$ cat src/verilog/pid_loop_pkg.sv
// constants, register map and carrier types of the process loop controller
// assumes a 10 MHz pclk and 32-bit apb data; percent values are hundredths (10000 = 100.00%)
package pid_loop_pkg;

	// ************************************************************
	// timing
	// ************************************************************
	localparam int CLK_HZ = 10_000_000;
	localparam int TICK_MS = 10;
	localparam int TICK_CYCLES = (CLK_HZ / 1000) * TICK_MS;
	localparam int FULL_SCALE = 10000;
	localparam int GAIN_STEPS = 256;

	// ************************************************************
	// register offsets (byte addresses)
	// ************************************************************
	localparam logic [7:0] OFS_CTRL = 8'h00;
	localparam logic [7:0] OFS_FBSEL = 8'h04;
	localparam logic [7:0] OFS_RANGE = 8'h08;
	localparam logic [7:0] OFS_GAIN1 = 8'h0c;
	localparam logic [7:0] OFS_GAIN2 = 8'h10;
	localparam logic [7:0] OFS_GTRANS = 8'h14;
	localparam logic [7:0] OFS_SSLEVEL = 8'h18;
	localparam logic [7:0] OFS_SSACCEL = 8'h1c;
	localparam logic [7:0] OFS_SSDUR = 8'h20;
	localparam logic [7:0] OFS_JUDGE = 8'h24;
	localparam logic [7:0] OFS_STATUS = 8'h28;
	localparam logic [7:0] OFS_GAINMON = 8'h2c;

	// ************************************************************
	// writable bit masks (reserved bits read zero)
	// ************************************************************
	localparam logic [31:0] MSK_CTRL = 32'h0003_f703;
	localparam logic [31:0] MSK_FBSEL = 32'h0000_ffff;
	localparam logic [31:0] MSK_PCT = 32'h0000_ffff;
	localparam logic [31:0] MSK_GAIN = 32'h00ff_ffff;
	localparam logic [31:0] MSK_ACCEL = 32'h0007_ffff;

	// ************************************************************
	// control field positions
	// ************************************************************
	localparam int CTRL_MODE_LSB = 0;
	localparam int CTRL_POL_BIT = 8;
	localparam int CTRL_GSW_BIT = 9;
	localparam int CTRL_SS_BIT = 10;
	localparam int CTRL_FF_LSB = 12;
	localparam int CTRL_ACT_LSB = 16;
	localparam int SEL_SRC2_LSB = 0;
	localparam int SEL_SRC3_LSB = 4;
	localparam int SEL_OP_LSB = 8;
	localparam int SEL_TOP_LSB = 12;

	// ************************************************************
	// codes
	// ************************************************************
	localparam logic [1:0] MODE_OFF = 2'h0;
	localparam logic [1:0] MODE_REVERSE = 2'h2;
	localparam logic [1:0] ACT_TRIP = 2'h1;
	localparam logic [1:0] ACT_TERMINAL = 2'h2;
	localparam logic [3:0] SRC_NONE = 4'h0;
	localparam logic [3:0] OP_ADD = 4'h1;
	localparam logic [3:0] OP_SUB = 4'h2;
	localparam logic [3:0] OP_MUL = 4'h3;
	localparam logic [3:0] OP_MIN = 4'h4;
	localparam logic [3:0] OP_MAX = 4'h5;
	localparam logic [3:0] OP_AVG = 4'h6;
	localparam logic [3:0] OP_ABSDIFF = 4'h7;
	localparam logic [3:0] OP_SUM3 = 4'h8;
	localparam logic [3:0] OP_MIN3 = 4'h9;
	localparam logic [3:0] OP_MAX3 = 4'ha;
	localparam logic [3:0] TOP_FIRST = 4'h1;
	localparam logic [3:0] TOP_LAST = 4'h4;

	// ************************************************************
	// carriers
	// ************************************************************
	typedef struct packed {
		logic signed [15:0] fb1;
		logic signed [15:0] fb2;
		logic signed [15:0] fb3;
	} fb_in_t;

	typedef struct packed {
		logic [7:0] kd;
		logic [7:0] ki;
		logic [7:0] kp;
	} gains_t;

	typedef enum logic [1:0] {ST_IDLE, ST_SOFT, ST_LOOP} loop_state_t;

endpackage

$ cat src/verilog/pid_loop_feedback_softstart.sv
// process loop controller: feedback combine, pid, window clamp, soft-start, start fault
// assumes apb master on pclk, terminal inputs already synchronous to pclk
// Summary of operation
// single feedback: sources two/three none, add operator
// combined feedback saturates to plus/minus 100%
// codes 1-7 use two inputs, 8-10 three
// operator applies only for target codes 1-4
// polarity zero: target minus feedback, else reversed
// feed-forward added only when source not none
// output clamped to target plus/minus range
// negative result floored unless reverse mode
// reverse mode mirrors window into negative
// integral clear input zeroes the integral
// clear integral only while loop idle; the controller clears on the input in any state, drive_model gates it
// bypass drives output from loop command
// method one: gain select input picks set
// active gains slew over transition time
// active gains readable through monitor register
// soft-start only when loop and selection on
// soft-start ramps to level at accel rate
// after soft-start time, hand over to loop
// afterwards, feedback below level is abnormal
// action one trips after persistence time
// action two raises fault terminal after persistence
// fault terminal holds until drive stops
// persistence timer restarts when feedback recovers
`timescale 1ns/1ps
`default_nettype none
module pid_loop_feedback_softstart
	import pid_loop_pkg::*;
#(
	parameter int TICK_CYCLES_P = pid_loop_pkg::TICK_CYCLES
) (
	input wire logic pclk,
	input wire logic presetn,
	input wire logic ce,
	input wire logic psel,
	input wire logic penable,
	input wire logic pwrite,
	input wire logic [7:0] paddr,
	input wire logic [31:0] pwdata,
	output logic [31:0] prdata,
	output logic pready,
	output logic pslverr,
	input wire pid_loop_pkg::fb_in_t fb_in,
	input wire logic signed [15:0] target_in,
	input wire logic signed [15:0] feedforward_in,
	input wire logic signed [15:0] loop_cmd_in,
	input wire logic drive_running,
	input wire logic integral_clear_input,
	input wire logic loop_bypass_input,
	input wire logic gain_select_input,
	output logic signed [15:0] freq_cmd,
	output logic reverse_dir,
	output logic start_fault_trip_code,
	output logic start_fault_output
);
	import pid_loop_pkg::*;

	localparam int RAMP_UNIT = (TICK_CYCLES_P / FULL_SCALE > 0) ? TICK_CYCLES_P / FULL_SCALE : 1;
	localparam int GAIN_UNIT = (TICK_CYCLES_P / GAIN_STEPS > 0) ? TICK_CYCLES_P / GAIN_STEPS : 1;
	localparam int TW = $clog2(TICK_CYCLES_P + 1);

	// ************************************************************
	// apb register file
	// ************************************************************
	logic [31:0] ctrl_q, sel_q, range_q, gain1_q, gain2_q, trans_q;
	logic [31:0] ss_level_q, ss_accel_q, ss_dur_q, judge_q;
	logic setup_q;
	logic mapped;
	logic [31:0] rd_mux;
	loop_state_t state_q;
	gains_t act_q;
	logic signed [31:0] integ_q;

	always_comb begin
		mapped = (paddr[1:0] == 2'h0) && (paddr <= OFS_GAINMON);
		case (paddr)
			OFS_CTRL: rd_mux = ctrl_q;
			OFS_FBSEL: rd_mux = sel_q;
			OFS_RANGE: rd_mux = range_q;
			OFS_GAIN1: rd_mux = gain1_q;
			OFS_GAIN2: rd_mux = gain2_q;
			OFS_GTRANS: rd_mux = trans_q;
			OFS_SSLEVEL: rd_mux = ss_level_q;
			OFS_SSACCEL: rd_mux = ss_accel_q;
			OFS_SSDUR: rd_mux = ss_dur_q;
			OFS_JUDGE: rd_mux = judge_q;
			OFS_STATUS: rd_mux = {26'h0, reverse_dir, start_fault_output,
				start_fault_trip_code, 1'b0, state_q};
			OFS_GAINMON: rd_mux = {8'h00, act_q};
			default: rd_mux = 32'h0;
		endcase
	end

	// pready is high in the first access cycle, since setup_q and prdata are both loaded at the setup edge
	assign pready = ce && psel && penable && setup_q;
	assign pslverr = pready && !mapped;

	always_ff @(posedge pclk or negedge presetn) begin
		if (!presetn) begin
			setup_q <= 1'b0;
			prdata <= 32'h0;
		end else if (ce) begin
			setup_q <= psel && !pready;
			if (psel && !penable)
				prdata <= rd_mux;
		end
	end

	always_ff @(posedge pclk or negedge presetn) begin
		if (!presetn) begin
			ctrl_q <= 32'h0;
			sel_q <= 32'h0;
			range_q <= 32'h0;
			gain1_q <= 32'h0;
			gain2_q <= 32'h0;
			trans_q <= 32'h0;
			ss_level_q <= 32'h0;
			ss_accel_q <= 32'h0;
			ss_dur_q <= 32'h0;
			judge_q <= 32'h0;
		end else if (pready && pwrite) begin
			case (paddr)
				OFS_CTRL: ctrl_q <= pwdata & MSK_CTRL;
				OFS_FBSEL: sel_q <= pwdata & MSK_FBSEL;
				OFS_RANGE: range_q <= pwdata & MSK_PCT;
				OFS_GAIN1: gain1_q <= pwdata & MSK_GAIN;
				OFS_GAIN2: gain2_q <= pwdata & MSK_GAIN;
				OFS_GTRANS: trans_q <= pwdata & MSK_PCT;
				OFS_SSLEVEL: ss_level_q <= pwdata & MSK_PCT;
				OFS_SSACCEL: ss_accel_q <= pwdata & MSK_ACCEL;
				OFS_SSDUR: ss_dur_q <= pwdata & MSK_PCT;
				OFS_JUDGE: judge_q <= pwdata & MSK_PCT;
				default: ;
			endcase
		end
	end

	logic [1:0] mode, action;
	logic [3:0] src2, src3, op, top;
	logic loop_en, reverse_en;
	assign mode = ctrl_q[CTRL_MODE_LSB +: 2];
	assign action = ctrl_q[CTRL_ACT_LSB +: 2];
	assign src2 = sel_q[SEL_SRC2_LSB +: 4];
	assign src3 = sel_q[SEL_SRC3_LSB +: 4];
	assign op = sel_q[SEL_OP_LSB +: 4];
	assign top = sel_q[SEL_TOP_LSB +: 4];
	assign loop_en = (mode != MODE_OFF);
	assign reverse_en = (mode == MODE_REVERSE);

	// ************************************************************
	// time base
	// ************************************************************
	logic [TW-1:0] tick_cnt_q;
	logic tick;
	assign tick = (tick_cnt_q == TW'(TICK_CYCLES_P - 1));

	always_ff @(posedge pclk or negedge presetn) begin
		if (!presetn)
			tick_cnt_q <= '0;
		else if (ce)
			tick_cnt_q <= tick ? '0 : tick_cnt_q + 1'b1;
	end

	// ************************************************************
	// feedback combine and error
	// ************************************************************
	logic signed [31:0] fb_raw, fb_comb, err_w, a, b, c;

	always_comb begin
		a = 32'(fb_in.fb1);
		b = (src2 == SRC_NONE) ? 32'sd0 : 32'(fb_in.fb2);
		c = (src3 == SRC_NONE) ? 32'sd0 : 32'(fb_in.fb3);
		case (op)
			OP_ADD: fb_raw = a + b;
			OP_SUB: fb_raw = a - b;
			OP_MUL: fb_raw = (a * b) / FULL_SCALE;
			OP_MIN: fb_raw = (a < b) ? a : b;
			OP_MAX: fb_raw = (a > b) ? a : b;
			OP_AVG: fb_raw = (a + b) >>> 1;
			OP_ABSDIFF: fb_raw = (a > b) ? a - b : b - a;
			OP_SUM3: fb_raw = a + b + c;
			OP_MIN3: fb_raw = (a < b) ? ((a < c) ? a : c) : ((b < c) ? b : c);
			OP_MAX3: fb_raw = (a > b) ? ((a > c) ? a : c) : ((b > c) ? b : c);
			default: fb_raw = a;
		endcase
		if (top < TOP_FIRST || top > TOP_LAST)
			fb_raw = a;
		fb_comb = (fb_raw > FULL_SCALE) ? FULL_SCALE :
			(fb_raw < -FULL_SCALE) ? -FULL_SCALE : fb_raw;
		err_w = ctrl_q[CTRL_POL_BIT] ? fb_comb - 32'(target_in)
			: 32'(target_in) - fb_comb;
	end

	// ************************************************************
	// gain selection and slew
	// ************************************************************
	gains_t want;
	logic [31:0] gcnt_q;
	logic gstep;
	assign want = (ctrl_q[CTRL_GSW_BIT] && gain_select_input) ? gains_t'(gain2_q[23:0])
		: gains_t'(gain1_q[23:0]);
	assign gstep = (gcnt_q >= trans_q * 32'(GAIN_UNIT));

	// one count per step keeps the slew linear; a full 0..255 swing spans the time
	always_ff @(posedge pclk or negedge presetn) begin
		if (!presetn) begin
			act_q <= '0;
			gcnt_q <= 32'h0;
		end else if (ce) begin
			gcnt_q <= (gstep || act_q == want) ? 32'h0 : gcnt_q + 32'h1;
			if (gstep) begin
				act_q.kp <= act_q.kp + ((want.kp > act_q.kp) ? 8'h01 : 8'h00)
					- ((want.kp < act_q.kp) ? 8'h01 : 8'h00);
				act_q.ki <= act_q.ki + ((want.ki > act_q.ki) ? 8'h01 : 8'h00)
					- ((want.ki < act_q.ki) ? 8'h01 : 8'h00);
				act_q.kd <= act_q.kd + ((want.kd > act_q.kd) ? 8'h01 : 8'h00)
					- ((want.kd < act_q.kd) ? 8'h01 : 8'h00);
			end
		end
	end

	// ************************************************************
	// pid arithmetic and output window
	// ************************************************************
	logic signed [31:0] err_prev_q, integ_d, u_raw, u_win, hi, lo;

	always_comb begin
		integ_d = integ_q + (($signed(32'(act_q.ki)) * err_w) >>> 6);
		integ_d = (integ_d > FULL_SCALE) ? FULL_SCALE : (integ_d < -FULL_SCALE) ? -FULL_SCALE
			: integ_d;
		u_raw = (($signed(32'(act_q.kp)) * err_w) >>> 4) + integ_d
			+ (($signed(32'(act_q.kd)) * (err_w - err_prev_q)) >>> 4);
		if (ctrl_q[CTRL_FF_LSB +: 4] != SRC_NONE)
			u_raw = u_raw + 32'(feedforward_in);
		hi = 32'(target_in) + 32'(range_q[15:0]);
		lo = reverse_en ? -hi : 32'(target_in) - 32'(range_q[15:0]);
		u_win = u_raw;
		if (range_q[15:0] != 16'h0)
			u_win = (u_raw > hi) ? hi : (u_raw < lo) ? lo : u_raw;
		u_win = (u_win > FULL_SCALE) ? FULL_SCALE : (u_win < -FULL_SCALE) ? -FULL_SCALE : u_win;
		if (!reverse_en && u_win < 0)
			u_win = 32'sd0;
	end

	// ************************************************************
	// sequence: idle, soft-start, loop
	// ************************************************************
	logic [31:0] rcnt_q, dur_q, pers_q;
	logic armed_q;
	logic signed [15:0] ramp_q;
	logic rstep, abnormal;
	assign rstep = (rcnt_q >= ss_accel_q * 32'(RAMP_UNIT));
	// signed compare, so a negative feedback still counts as below the level
	assign abnormal = armed_q && (fb_comb < $signed(32'(judge_q[15:0])));

	always_ff @(posedge pclk or negedge presetn) begin
		if (!presetn) begin
			state_q <= ST_IDLE;
			ramp_q <= 16'sh0000;
			rcnt_q <= 32'h0;
			dur_q <= 32'h0;
			armed_q <= 1'b0;
		end else if (ce) begin
			case (state_q)
				ST_IDLE: begin
					ramp_q <= 16'sh0000;
					rcnt_q <= 32'h0;
					dur_q <= 32'h0;
					armed_q <= 1'b0;
					if (drive_running && loop_en)
						state_q <= ctrl_q[CTRL_SS_BIT] ? ST_SOFT : ST_LOOP;
				end
				ST_SOFT: begin
					rcnt_q <= rstep ? 32'h0 : rcnt_q + 32'h1;
					if (rstep && 32'(ramp_q) < 32'(ss_level_q[15:0]))
						ramp_q <= ramp_q + 16'sh0001;
					if (tick)
						dur_q <= dur_q + 32'h1;
					if (dur_q >= ss_dur_q) begin
						state_q <= ST_LOOP;
						armed_q <= 1'b1;
					end
				end
				ST_LOOP: ;
				default: state_q <= ST_IDLE;
			endcase
			if (!drive_running || !loop_en)
				state_q <= ST_IDLE;
		end
	end

	always_ff @(posedge pclk or negedge presetn) begin
		if (!presetn) begin
			integ_q <= 32'sh0;
			err_prev_q <= 32'sh0;
		end else if (ce) begin
			if (integral_clear_input || state_q == ST_IDLE)
				integ_q <= 32'sh0;
			else if (state_q == ST_SOFT)
				integ_q <= 32'(ramp_q); // bumpless hand-over from the ramp
			else if (tick && !loop_bypass_input)
				integ_q <= integ_d;
			if (tick)
				err_prev_q <= err_w;
		end
	end

	always_ff @(posedge pclk or negedge presetn) begin
		if (!presetn) begin
			freq_cmd <= 16'sh0000;
			reverse_dir <= 1'b0;
		end else if (ce) begin
			if (loop_bypass_input || (drive_running && !loop_en)) begin
				freq_cmd <= loop_cmd_in;
				reverse_dir <= 1'b0;
			end else if (state_q == ST_SOFT) begin
				freq_cmd <= ramp_q;
				reverse_dir <= 1'b0;
			end else if (state_q == ST_LOOP && tick) begin
				freq_cmd <= 16'(u_win);
				reverse_dir <= (u_win < 0);
			end else if (state_q == ST_IDLE) begin
				freq_cmd <= 16'sh0000;
				reverse_dir <= 1'b0;
			end
		end
	end

	// ************************************************************
	// start abnormality
	// ************************************************************
	// the fault flags clear only with the drive stopped, never by software
	always_ff @(posedge pclk or negedge presetn) begin
		if (!presetn) begin
			pers_q <= 32'h0;
			start_fault_trip_code <= 1'b0;
			start_fault_output <= 1'b0;
		end else if (ce) begin
			if (!abnormal)
				pers_q <= 32'h0;
			else if (tick && pers_q < ss_dur_q)
				pers_q <= pers_q + 32'h1;
			if (!drive_running) begin
				start_fault_trip_code <= 1'b0;
				start_fault_output <= 1'b0;
			end else if (abnormal && pers_q >= ss_dur_q) begin
				if (action == ACT_TRIP)
					start_fault_trip_code <= 1'b1;
				if (action == ACT_TERMINAL)
					start_fault_output <= 1'b1;
			end
		end
	end
endmodule
`default_nettype wire

$ cat config.mk
export PLATFORM = sky130hd
export DESIGN_NAME = pid_loop_feedback_softstart
export DESIGN_NICKNAME = d
export VERILOG_FILES = /design/src/verilog/pid_loop_pkg.sv /design/src/verilog/pid_loop_feedback_softstart.sv
export SDC_FILE = /design/constraint.sdc
export NUM_CORES = 2
export LEC_CHECK = 0
export BUFFER_PORTS_ARGS = -buffer_cell sky130_fd_sc_hd__buf_2
export CAP_MARGIN = 20
export CORE_ASPECT_RATIO = 1.75
export CORE_MARGIN = 2
export CORE_UTILIZATION = 45
export DETAILED_ROUTE_END_ITERATION = 12
export PLACE_DENSITY_LB_ADDON = 0.2
export SLEW_MARGIN = 25
export SYNTH_ARGS = -nofsm -noshare
export SYNTH_HDL_FRONTEND = slang
export SYNTH_SLANG_ARGS = --single-unit
$ cat constraint.sdc
create_clock -name pclk -period 48.6 [get_ports pclk]
set_input_delay 14.58 -clock pclk [delete_from_list [all_inputs] [get_ports pclk]]
set_output_delay 14.58 -clock pclk [all_outputs]
set_load 0.02 [all_outputs]
# [After elaboration in Yosys (flattened, before gate mapping)]
# Cells that the tools add are included.
[word_totals] reg_bits=478 in_bits=146 out_inout_bits=53 wordCells=264
[classes] n_addsub=26 mul=6 n_div=1 magnitude_cmp=32 n_eq_ne=38 n_mux=68 n_reduce_logical=64
[op_table] operator="32-bit 2-to-1 mux" n=33
[op_table] operator="32-bit case mux with 10 select lines" n=1
[op_table] operator="24-bit case mux with 12 select lines" n=1
[op_table] operator="32-bit by 1-bit adder with 32-bit output, second input constant" n=4
[op_table] operator="32-bit case mux with 2 select lines" n=2
[op_table] operator="32-bit by 15-bit greater-than comparator with 1-bit output, second input constant" n=3
[op_table] operator="32-bit by 15-bit < comparator with 1-bit output, second input constant" n=3
[op_table] operator="9-bit by 32-bit multiplier with 32-bit output" n=3
[op_table] operator="16-bit 2-to-1 mux" n=5
[op_table] operator="32-bit by 16-bit greater-or-equal comparator with 1-bit output" n=2
[op_table] operator="16-bit by 32-bit greater-than comparator with 1-bit output" n=2
[op_table] operator="16-bit by 32-bit < comparator with 1-bit output" n=2
[op_table] operator="32-bit by 1-bit < comparator with 1-bit output, second input constant" n=2
[op_table] operator="32-bit by 16-bit < comparator with 1-bit output" n=2
[op_table] operator="32-bit < comparator" n=2
[op_table] operator="16-bit by 32-bit subtractor with 32-bit output" n=2
[op_table] operator="32-bit by 16-bit subtractor with 32-bit output" n=2
[op_table] operator="2-bit AND reduction" n=17
[op_table] operator="16-bit by 32-bit adder with 32-bit output" n=1
[op_table] operator="28-bit by 32-bit adder with 32-bit output" n=1
[op_table] operator="32-bit by 16-bit adder with 32-bit output" n=1
[op_table] operator="32-bit by 26-bit adder with 32-bit output" n=1
[op_table] operator="32-bit by 28-bit adder with 32-bit output" n=1
[op_table] operator="32-bit adder" n=1
[op_table] operator="other kinds (56)" n=141

# [Longest topological paths before layout]
[depth] depth_word=35 mapped_depth=241 ltp_nobuf=220

# [Worst setup path after synthesis]
# OpenSTA, ideal clock, no wires.
[synth_timing] path_type="input -> register" start="in fb_in[31] in the netlist's numbering" end="reg freq_cmd[10]" setup_time_ns=0.141 arrival_time_ns=61.538 required_time_ns=48.459 path_slack_ns=-13.079 cell_stages=224 path_buffers=14 path_cell_list="o41a_1 -> buf_1 -> nand2_1 -> inv_1 -> fa_1 -> inv_1 -> fa_1 -> inv_1 -> fa_1 -> fa_1 -> fa_1 -> inv_1 -> fa_1 -> inv_1 -> ha_1 -> buf_2 -> a21oi_1 -> o21ai_1 -> [188 not listed] -> xor2_1 -> nand2_1 -> clkbuf_1 -> nand2_1 -> clkbuf_1 -> inv_1 -> a21oi_1 -> o22ai_1 -> or4_1 -> nor4_1 -> nand4_1 -> or3_1 -> ha_1 -> clkinv_1 -> o21ai_0 -> nor2_1 -> o21ai_1 -> a31oi_1"
[synth_between] elab_chain_cells=33 word_cells_on_any_way=55 classes_between="add/sub (11); mul (4); div (1); order compare (13); mux (25); reduce/logical (1)"
[synth_lines] element="start, declared" line_no="pid_loop_feedback_softstart.sv:45" rtl="input wire pid_loop_pkg::fb_in_t fb_in,"
[synth_lines] element="32-bit 2-to-1 mux (*)" line_no="pid_loop_feedback_softstart.sv:173" rtl="b = (src2 == SRC_NONE) ? 32'sd0 : 32'(fb_in.fb2);"
[synth_lines] element="parallel branches: the longest is 3 deep, another holds 16-bit by 32-bit multiplier with 32-bit output"
[synth_lines] element="32-bit case mux with 10 select lines (*)" line_no="pid_loop_feedback_softstart.sv:175" rtl="case (op)"
[synth_lines] element="32-bit 2-to-1 mux (*)" line_no="pid_loop_feedback_softstart.sv:188" rtl="if (top < TOP_FIRST || top > TOP_LAST)"
[synth_lines] element="32-bit by 15-bit < comparator with 1-bit output" line_no="pid_loop_feedback_softstart.sv:191" rtl="(fb_raw < -FULL_SCALE) ? -FULL_SCALE : fb_raw;"
[synth_lines] element="32-bit 2-to-1 mux" line_no="pid_loop_feedback_softstart.sv:191"
[synth_lines] element="32-bit 2-to-1 mux (*)" line_no="pid_loop_feedback_softstart.sv:190" rtl="fb_comb = (fb_raw > FULL_SCALE) ? FULL_SCALE :"
[synth_lines] element="16-bit by 32-bit subtractor with 32-bit output / 32-bit by 16-bit subtractor with 32-bit output (equally long branches)" line_no="pid_loop_feedback_softstart.sv:193, pid_loop_feedback_softstart.sv:192"
[synth_lines] element="[1 not listed]"
[synth_lines] element="via err_w[7]" line_no="pid_loop_feedback_softstart.sv:169" rtl="logic signed [31:0] fb_raw, fb_comb, err_w, a, b, c;"
[synth_lines] element="[14 not listed]"
[synth_lines] element="32-bit 2-to-1 mux" line_no="pid_loop_feedback_softstart.sv:242" rtl="u_win = (u_win > FULL_SCALE) ? FULL_SCALE : (u_win < -FULL_SCALE) ? -FULL_SCALE : u_win;"
[synth_lines] element="32-bit 2-to-1 mux (*)" line_no="pid_loop_feedback_softstart.sv:242"
[synth_lines] element="32-bit by 1-bit < comparator with 1-bit output" line_no="pid_loop_feedback_softstart.sv:243" rtl="if (!reverse_en && u_win < 0)"
[synth_lines] element="1-bit logical AND" line_no="pid_loop_feedback_softstart.sv:243"
[synth_lines] element="32-bit 2-to-1 mux (*)" line_no="pid_loop_feedback_softstart.sv:243"
[synth_lines] element="16-bit 2-to-1 mux (*)" line_no="pid_loop_feedback_softstart.sv:321" rtl="end else if (state_q == ST_LOOP && tick) begin"
[synth_lines] element="16-bit 2-to-1 mux (*)" line_no="pid_loop_feedback_softstart.sv:318" rtl="end else if (state_q == ST_SOFT) begin"
[synth_lines] element="16-bit 2-to-1 mux (*)" line_no="pid_loop_feedback_softstart.sv:315" rtl="if (loop_bypass_input || (drive_running && !loop_en)) begin"
[synth_lines] element="end signal, assigned" line_no="pid_loop_feedback_softstart.sv:316" rtl="freq_cmd <= loop_cmd_in;"
[synth_lines] element="end signal, assigned" line_no="pid_loop_feedback_softstart.sv:319" rtl="freq_cmd <= ramp_q;"
[synth_lines] element="end signal, assigned" line_no="pid_loop_feedback_softstart.sv:322" rtl="freq_cmd <= 16'(u_win);"
[synth_lines] element="end, declared" line_no="pid_loop_feedback_softstart.sv:53" rtl="output logic signed [15:0] freq_cmd,"
# Mark *: on every way through the listed nets, which the timed path passes.
# A chain may end at the register's enable or synchronous reset.

# [Final worst setup path]
[layout_timing] start="in fb_in[31] in the netlist's numbering" end="reg freq_cmd[9]"
[layout_between] elab_chain_cells=33 word_cells_on_any_way=55 classes_between="add/sub (11); mul (4); div (1); order compare (13); mux (25); reduce/logical (1)"
[layout_lines] element="32-bit 2-to-1 mux (*)" line_no="pid_loop_feedback_softstart.sv:173"
[layout_lines] element="parallel branches: the longest is 3 deep, another holds 16-bit by 32-bit multiplier with 32-bit output"
[layout_lines] element="32-bit case mux with 10 select lines (*)" line_no="pid_loop_feedback_softstart.sv:175"
[layout_lines] element="32-bit 2-to-1 mux (*)" line_no="pid_loop_feedback_softstart.sv:188"
[layout_lines] element="32-bit by 15-bit < comparator with 1-bit output" line_no="pid_loop_feedback_softstart.sv:191"
[layout_lines] element="32-bit 2-to-1 mux" line_no="pid_loop_feedback_softstart.sv:191"
[layout_lines] element="32-bit 2-to-1 mux (*)" line_no="pid_loop_feedback_softstart.sv:190"
[layout_lines] element="16-bit by 32-bit subtractor with 32-bit output / 32-bit by 16-bit subtractor with 32-bit output (equally long branches)" line_no="pid_loop_feedback_softstart.sv:193, pid_loop_feedback_softstart.sv:192"
[layout_lines] element="[15 not listed]"
[layout_lines] element="32-bit 2-to-1 mux" line_no="pid_loop_feedback_softstart.sv:242"
[layout_lines] element="32-bit 2-to-1 mux (*)" line_no="pid_loop_feedback_softstart.sv:242"
[layout_lines] element="32-bit by 1-bit < comparator with 1-bit output" line_no="pid_loop_feedback_softstart.sv:243"
[layout_lines] element="1-bit logical AND" line_no="pid_loop_feedback_softstart.sv:243"
[layout_lines] element="32-bit 2-to-1 mux (*)" line_no="pid_loop_feedback_softstart.sv:243"
[layout_lines] element="16-bit 2-to-1 mux (*)" line_no="pid_loop_feedback_softstart.sv:321"
[layout_lines] element="16-bit 2-to-1 mux (*)" line_no="pid_loop_feedback_softstart.sv:318"
[layout_lines] element="16-bit 2-to-1 mux (*)" line_no="pid_loop_feedback_softstart.sv:315"
# Every way passes the cells marked *.

==> metrics.md <==
| Metric | Value |
|---|---|
| Run status | `finished, violations left` |
| Violated checks | `setup timing` |
| YS warnings | `0` |
| Slowest-stage cell, CP | `fa_1` |
| Req. time, crit path | `49,060 ps` |
| Number of distinct library cells after synthesis | `158` |
| Clock H-tree levels | `2` |
| #FFs+latches synth | `470` |
| Fin util | `0.583` |
| Initial drt markers | `4,579` |
| CTS tree | `done` |
| Synth Cell Area | `0.0874 mm^2` |
| Hold Path Class | `reg2reg` |
| Clock Tree Root | `clkbuf_16` |
| Mean Syn Cell Area | `8.23 um^2` |
| Core area | `0.194 mm^2` |
| Final setup viols | `49` |
| Syn-to-layout area delta | `29.0%` |
| Wirelength per Cell | `22.5 um` |
| All-Layer GR Usage | `0.346` |
| Clock Tree Buf Depth | `3` |
| Area contributors post-synth | `fa_1 18%, dfrtp_1 13%, ha_1 13%, inv_1 6.2%, xnor2_1 4.5%` |
| Initial Util | `0.452` |
| DRC | `0` |
| Vias in the first global route | `91,752` |
| Nets | `14,580` |
| Share of synthesized registers carrying an async set or reset | `1.00` |
| F_max | `0.0166 GHz` |
| Synth area leader | `fa_1` |
| Max-cap violations | `0` |
| Grt ovf | `0` |
| WL final | `345,000 um` |
| Post-CTS Hold Buffers | `0` |
| CP Class | `in2reg` |
| Syn Inst Count | `10,629` |
| Fin. Hold Viols | `0` |
| Largest net degree at the start of global routing | `146` |
| Share of cells above drive strength 1 | `0.277` |
| Worst slew margin | `0.248` |
| Crit-path most repeated cell | `o21a_1` |
| CTS Buf Count | `44` |
| Slew at the pin with the worst max-slew slack | `1130 ps` |
| Post-synthesis sequential area ratio | `0.135` |
| Final non-filler cell total | `15,347` |
| Routed via count | `86,643` |
| First-pass GRT wire length | `524,000 um` |
| Final Worst Setup Slack | `-11,570 ps` |
| Routability cong. | `1.02` |
| Unrepaired setup endpoints after global routing | `yes` |
| Die height | `587 um` |
| 1st-pass router iterations | `10` |
| Die X | `337 um` |
| Row count | `214` |
| Clk_lat worst skew | `650 ps` |
| Die Area | `0.198 mm^2` |
| Post-synth EDFFs | `0` |
| Final ANT Viol Nets | `0` |
| Crit path largest cell delay | `560 ps` |
| Filler instances | `17,678` |
| PortBufs | `182` |
| HPWL Detailed | `286,000 um` |
| Slew Viols, Final | `0` |
| Synth top area share | `0.183` |
| Clock Skew | `32.7 ps` |
| Crit-path max FO | `9` |
| Clk pin slew, worst setup/hold paths | `80 ps` |
| Vias per Instance | `5.65` |
| CTS Sinks | `470` |
| CP Launch Type | `input pin` |
| IO Count | `199` |
| CP arrival | `60,630 ps` |
| Crit share post-route | `1.24` |
| Main synth FF type | `dfrtp_1` |
| Initial antenna violation count | `33` |
| CP Capture Type | `register` |
| Placed Instances | `15,040` |
| Min Clock Period, post-route | `60,170 ps` |
## path summary, 6_finish.rpt
path,from,to,slack [ps],cells past startpoint
max,fb_in[31],freq_cmd[9],-11570,232
min,prdata[21],prdata[21],470,2
max reg2reg,sel_q[0],freq_cmd[9],1100,234
min reg2reg,prdata[21],prdata[21],470,2
max in group asynchronous,presetn,integ_q[29],32350,3
min in group asynchronous,presetn,tick_cnt_q[8],13920,1
## cell families after synthesis
logic type | synth area share
compound gates | 0.187
fa+ha+maj | 0.317
flops | 0.135
buf+inv | 0.0867
simple gates | 0.170
xor+xnor | 0.0681
other cells | 0.0000429
mux | 0.0355
## routing by layer
| metal | vias up | track usage | wire length, um |
|---|---|---|---|
| li1 | 39953 | - | - |
| met1 | 42378 | 0.320 | 108000 |
| met5 | - | 0 | 131 |
| met3 | 1427 | 0.0517 | 17500 |
| met4 | 20 | 0.360 | 44700 |
| met2 | 2865 | 0.621 | 175000 |
## registers in the layout (all words and copies together) (netlist names), 17 cells and up
signal      cells
dur_q          32
err_prev_q     32
gcnt_q         32
integ_q        32
pers_q         32
rcnt_q         32
act_q          24
gain1_q        24
gain2_q        24
prdata         24
ss_accel_q     19
tick_cnt_q     17
## critical path: cells and delay by family
family	cells	cell delay, ps
xor gates and xnor gates	12	2430
muxes	3	850
and+or+nand+nor	40	8020
adders and majority gates	21	8340
AOI/OAI and AO/OA	117	21430
buffers and inverters	39	4870
## synthesized netlist by cell type, types with 89 or more instances
cell / n
clkbuf_1: 350
o21ai_1: 89
a21oi_1: 641
and2_1: 401
xor2_1: 201
a21o_1: 216
nand3_1: 170
mux2_2: 219
fa_1: 799
o21ai_0: 433
nor3_1: 118
xnor2_1: 450
inv_1: 1455
nand4_1: 118
dfrtp_1: 470
nor2b_1: 101
nand2_1: 986
nand2b_1: 117
o21bai_1: 178
nor2_1: 784
ha_1: 928
## layout make-up
cell class                 instances  area [um^2]  area share
clock buffer                      56         1260      0.0111
clock inverter                    21          173     0.00153
antenna                           17         42.5    0.000377
sequential                       470        11800       0.104
tap                             2592         3240      0.0287
timing repair buffer            2490        19000       0.168
multi-input combinational       8232        71800       0.636
inverter                        1469         5550      0.0492
## cells in the final DEF, fill, tap and decap left out, drive strengths merged, types with 202 or more instances in the layout
| cell | instances |
|---|---|
| inv | 1456 |
| nand2 | 992 |
| xnor2 | 457 |
| dfrtp | 470 |
| xor2 | 202 |
| and2 | 411 |
| a21o | 219 |
| buf | 2490 |
| fa | 799 |
| nor2 | 790 |
| mux2 | 220 |
| a21oi | 654 |
| ha | 928 |
| o21ai | 534 |
## stage by stage
step / area (um^2) / TNS, ps / hold slack (ps) / setup WS [ps]
4_1_cts: 111000 / -220730 / 479 / -11100
3_5_place_dp: 107000 / -346900 / 465 / -13810
5_1_grt: 113000 / -320920 / 489 / -13620
2_1_floorplan: 88500 / -164100 / 454 / -9200
3_3_place_gp: 107000 / -325350 / 462 / -13260
6_report: 113000 / -237360 / 472 / -11570
## what timing repair did
item	CTS	global route
endpoints found under the setup margin	49	49
pin swaps	234	165
gates cloned	3	0
resized for setup	376	217
buffers inserted	139	77
Power is not shown: default switching activity piles up to over one toggle a cycle in this logic, so the estimate is an artifact.
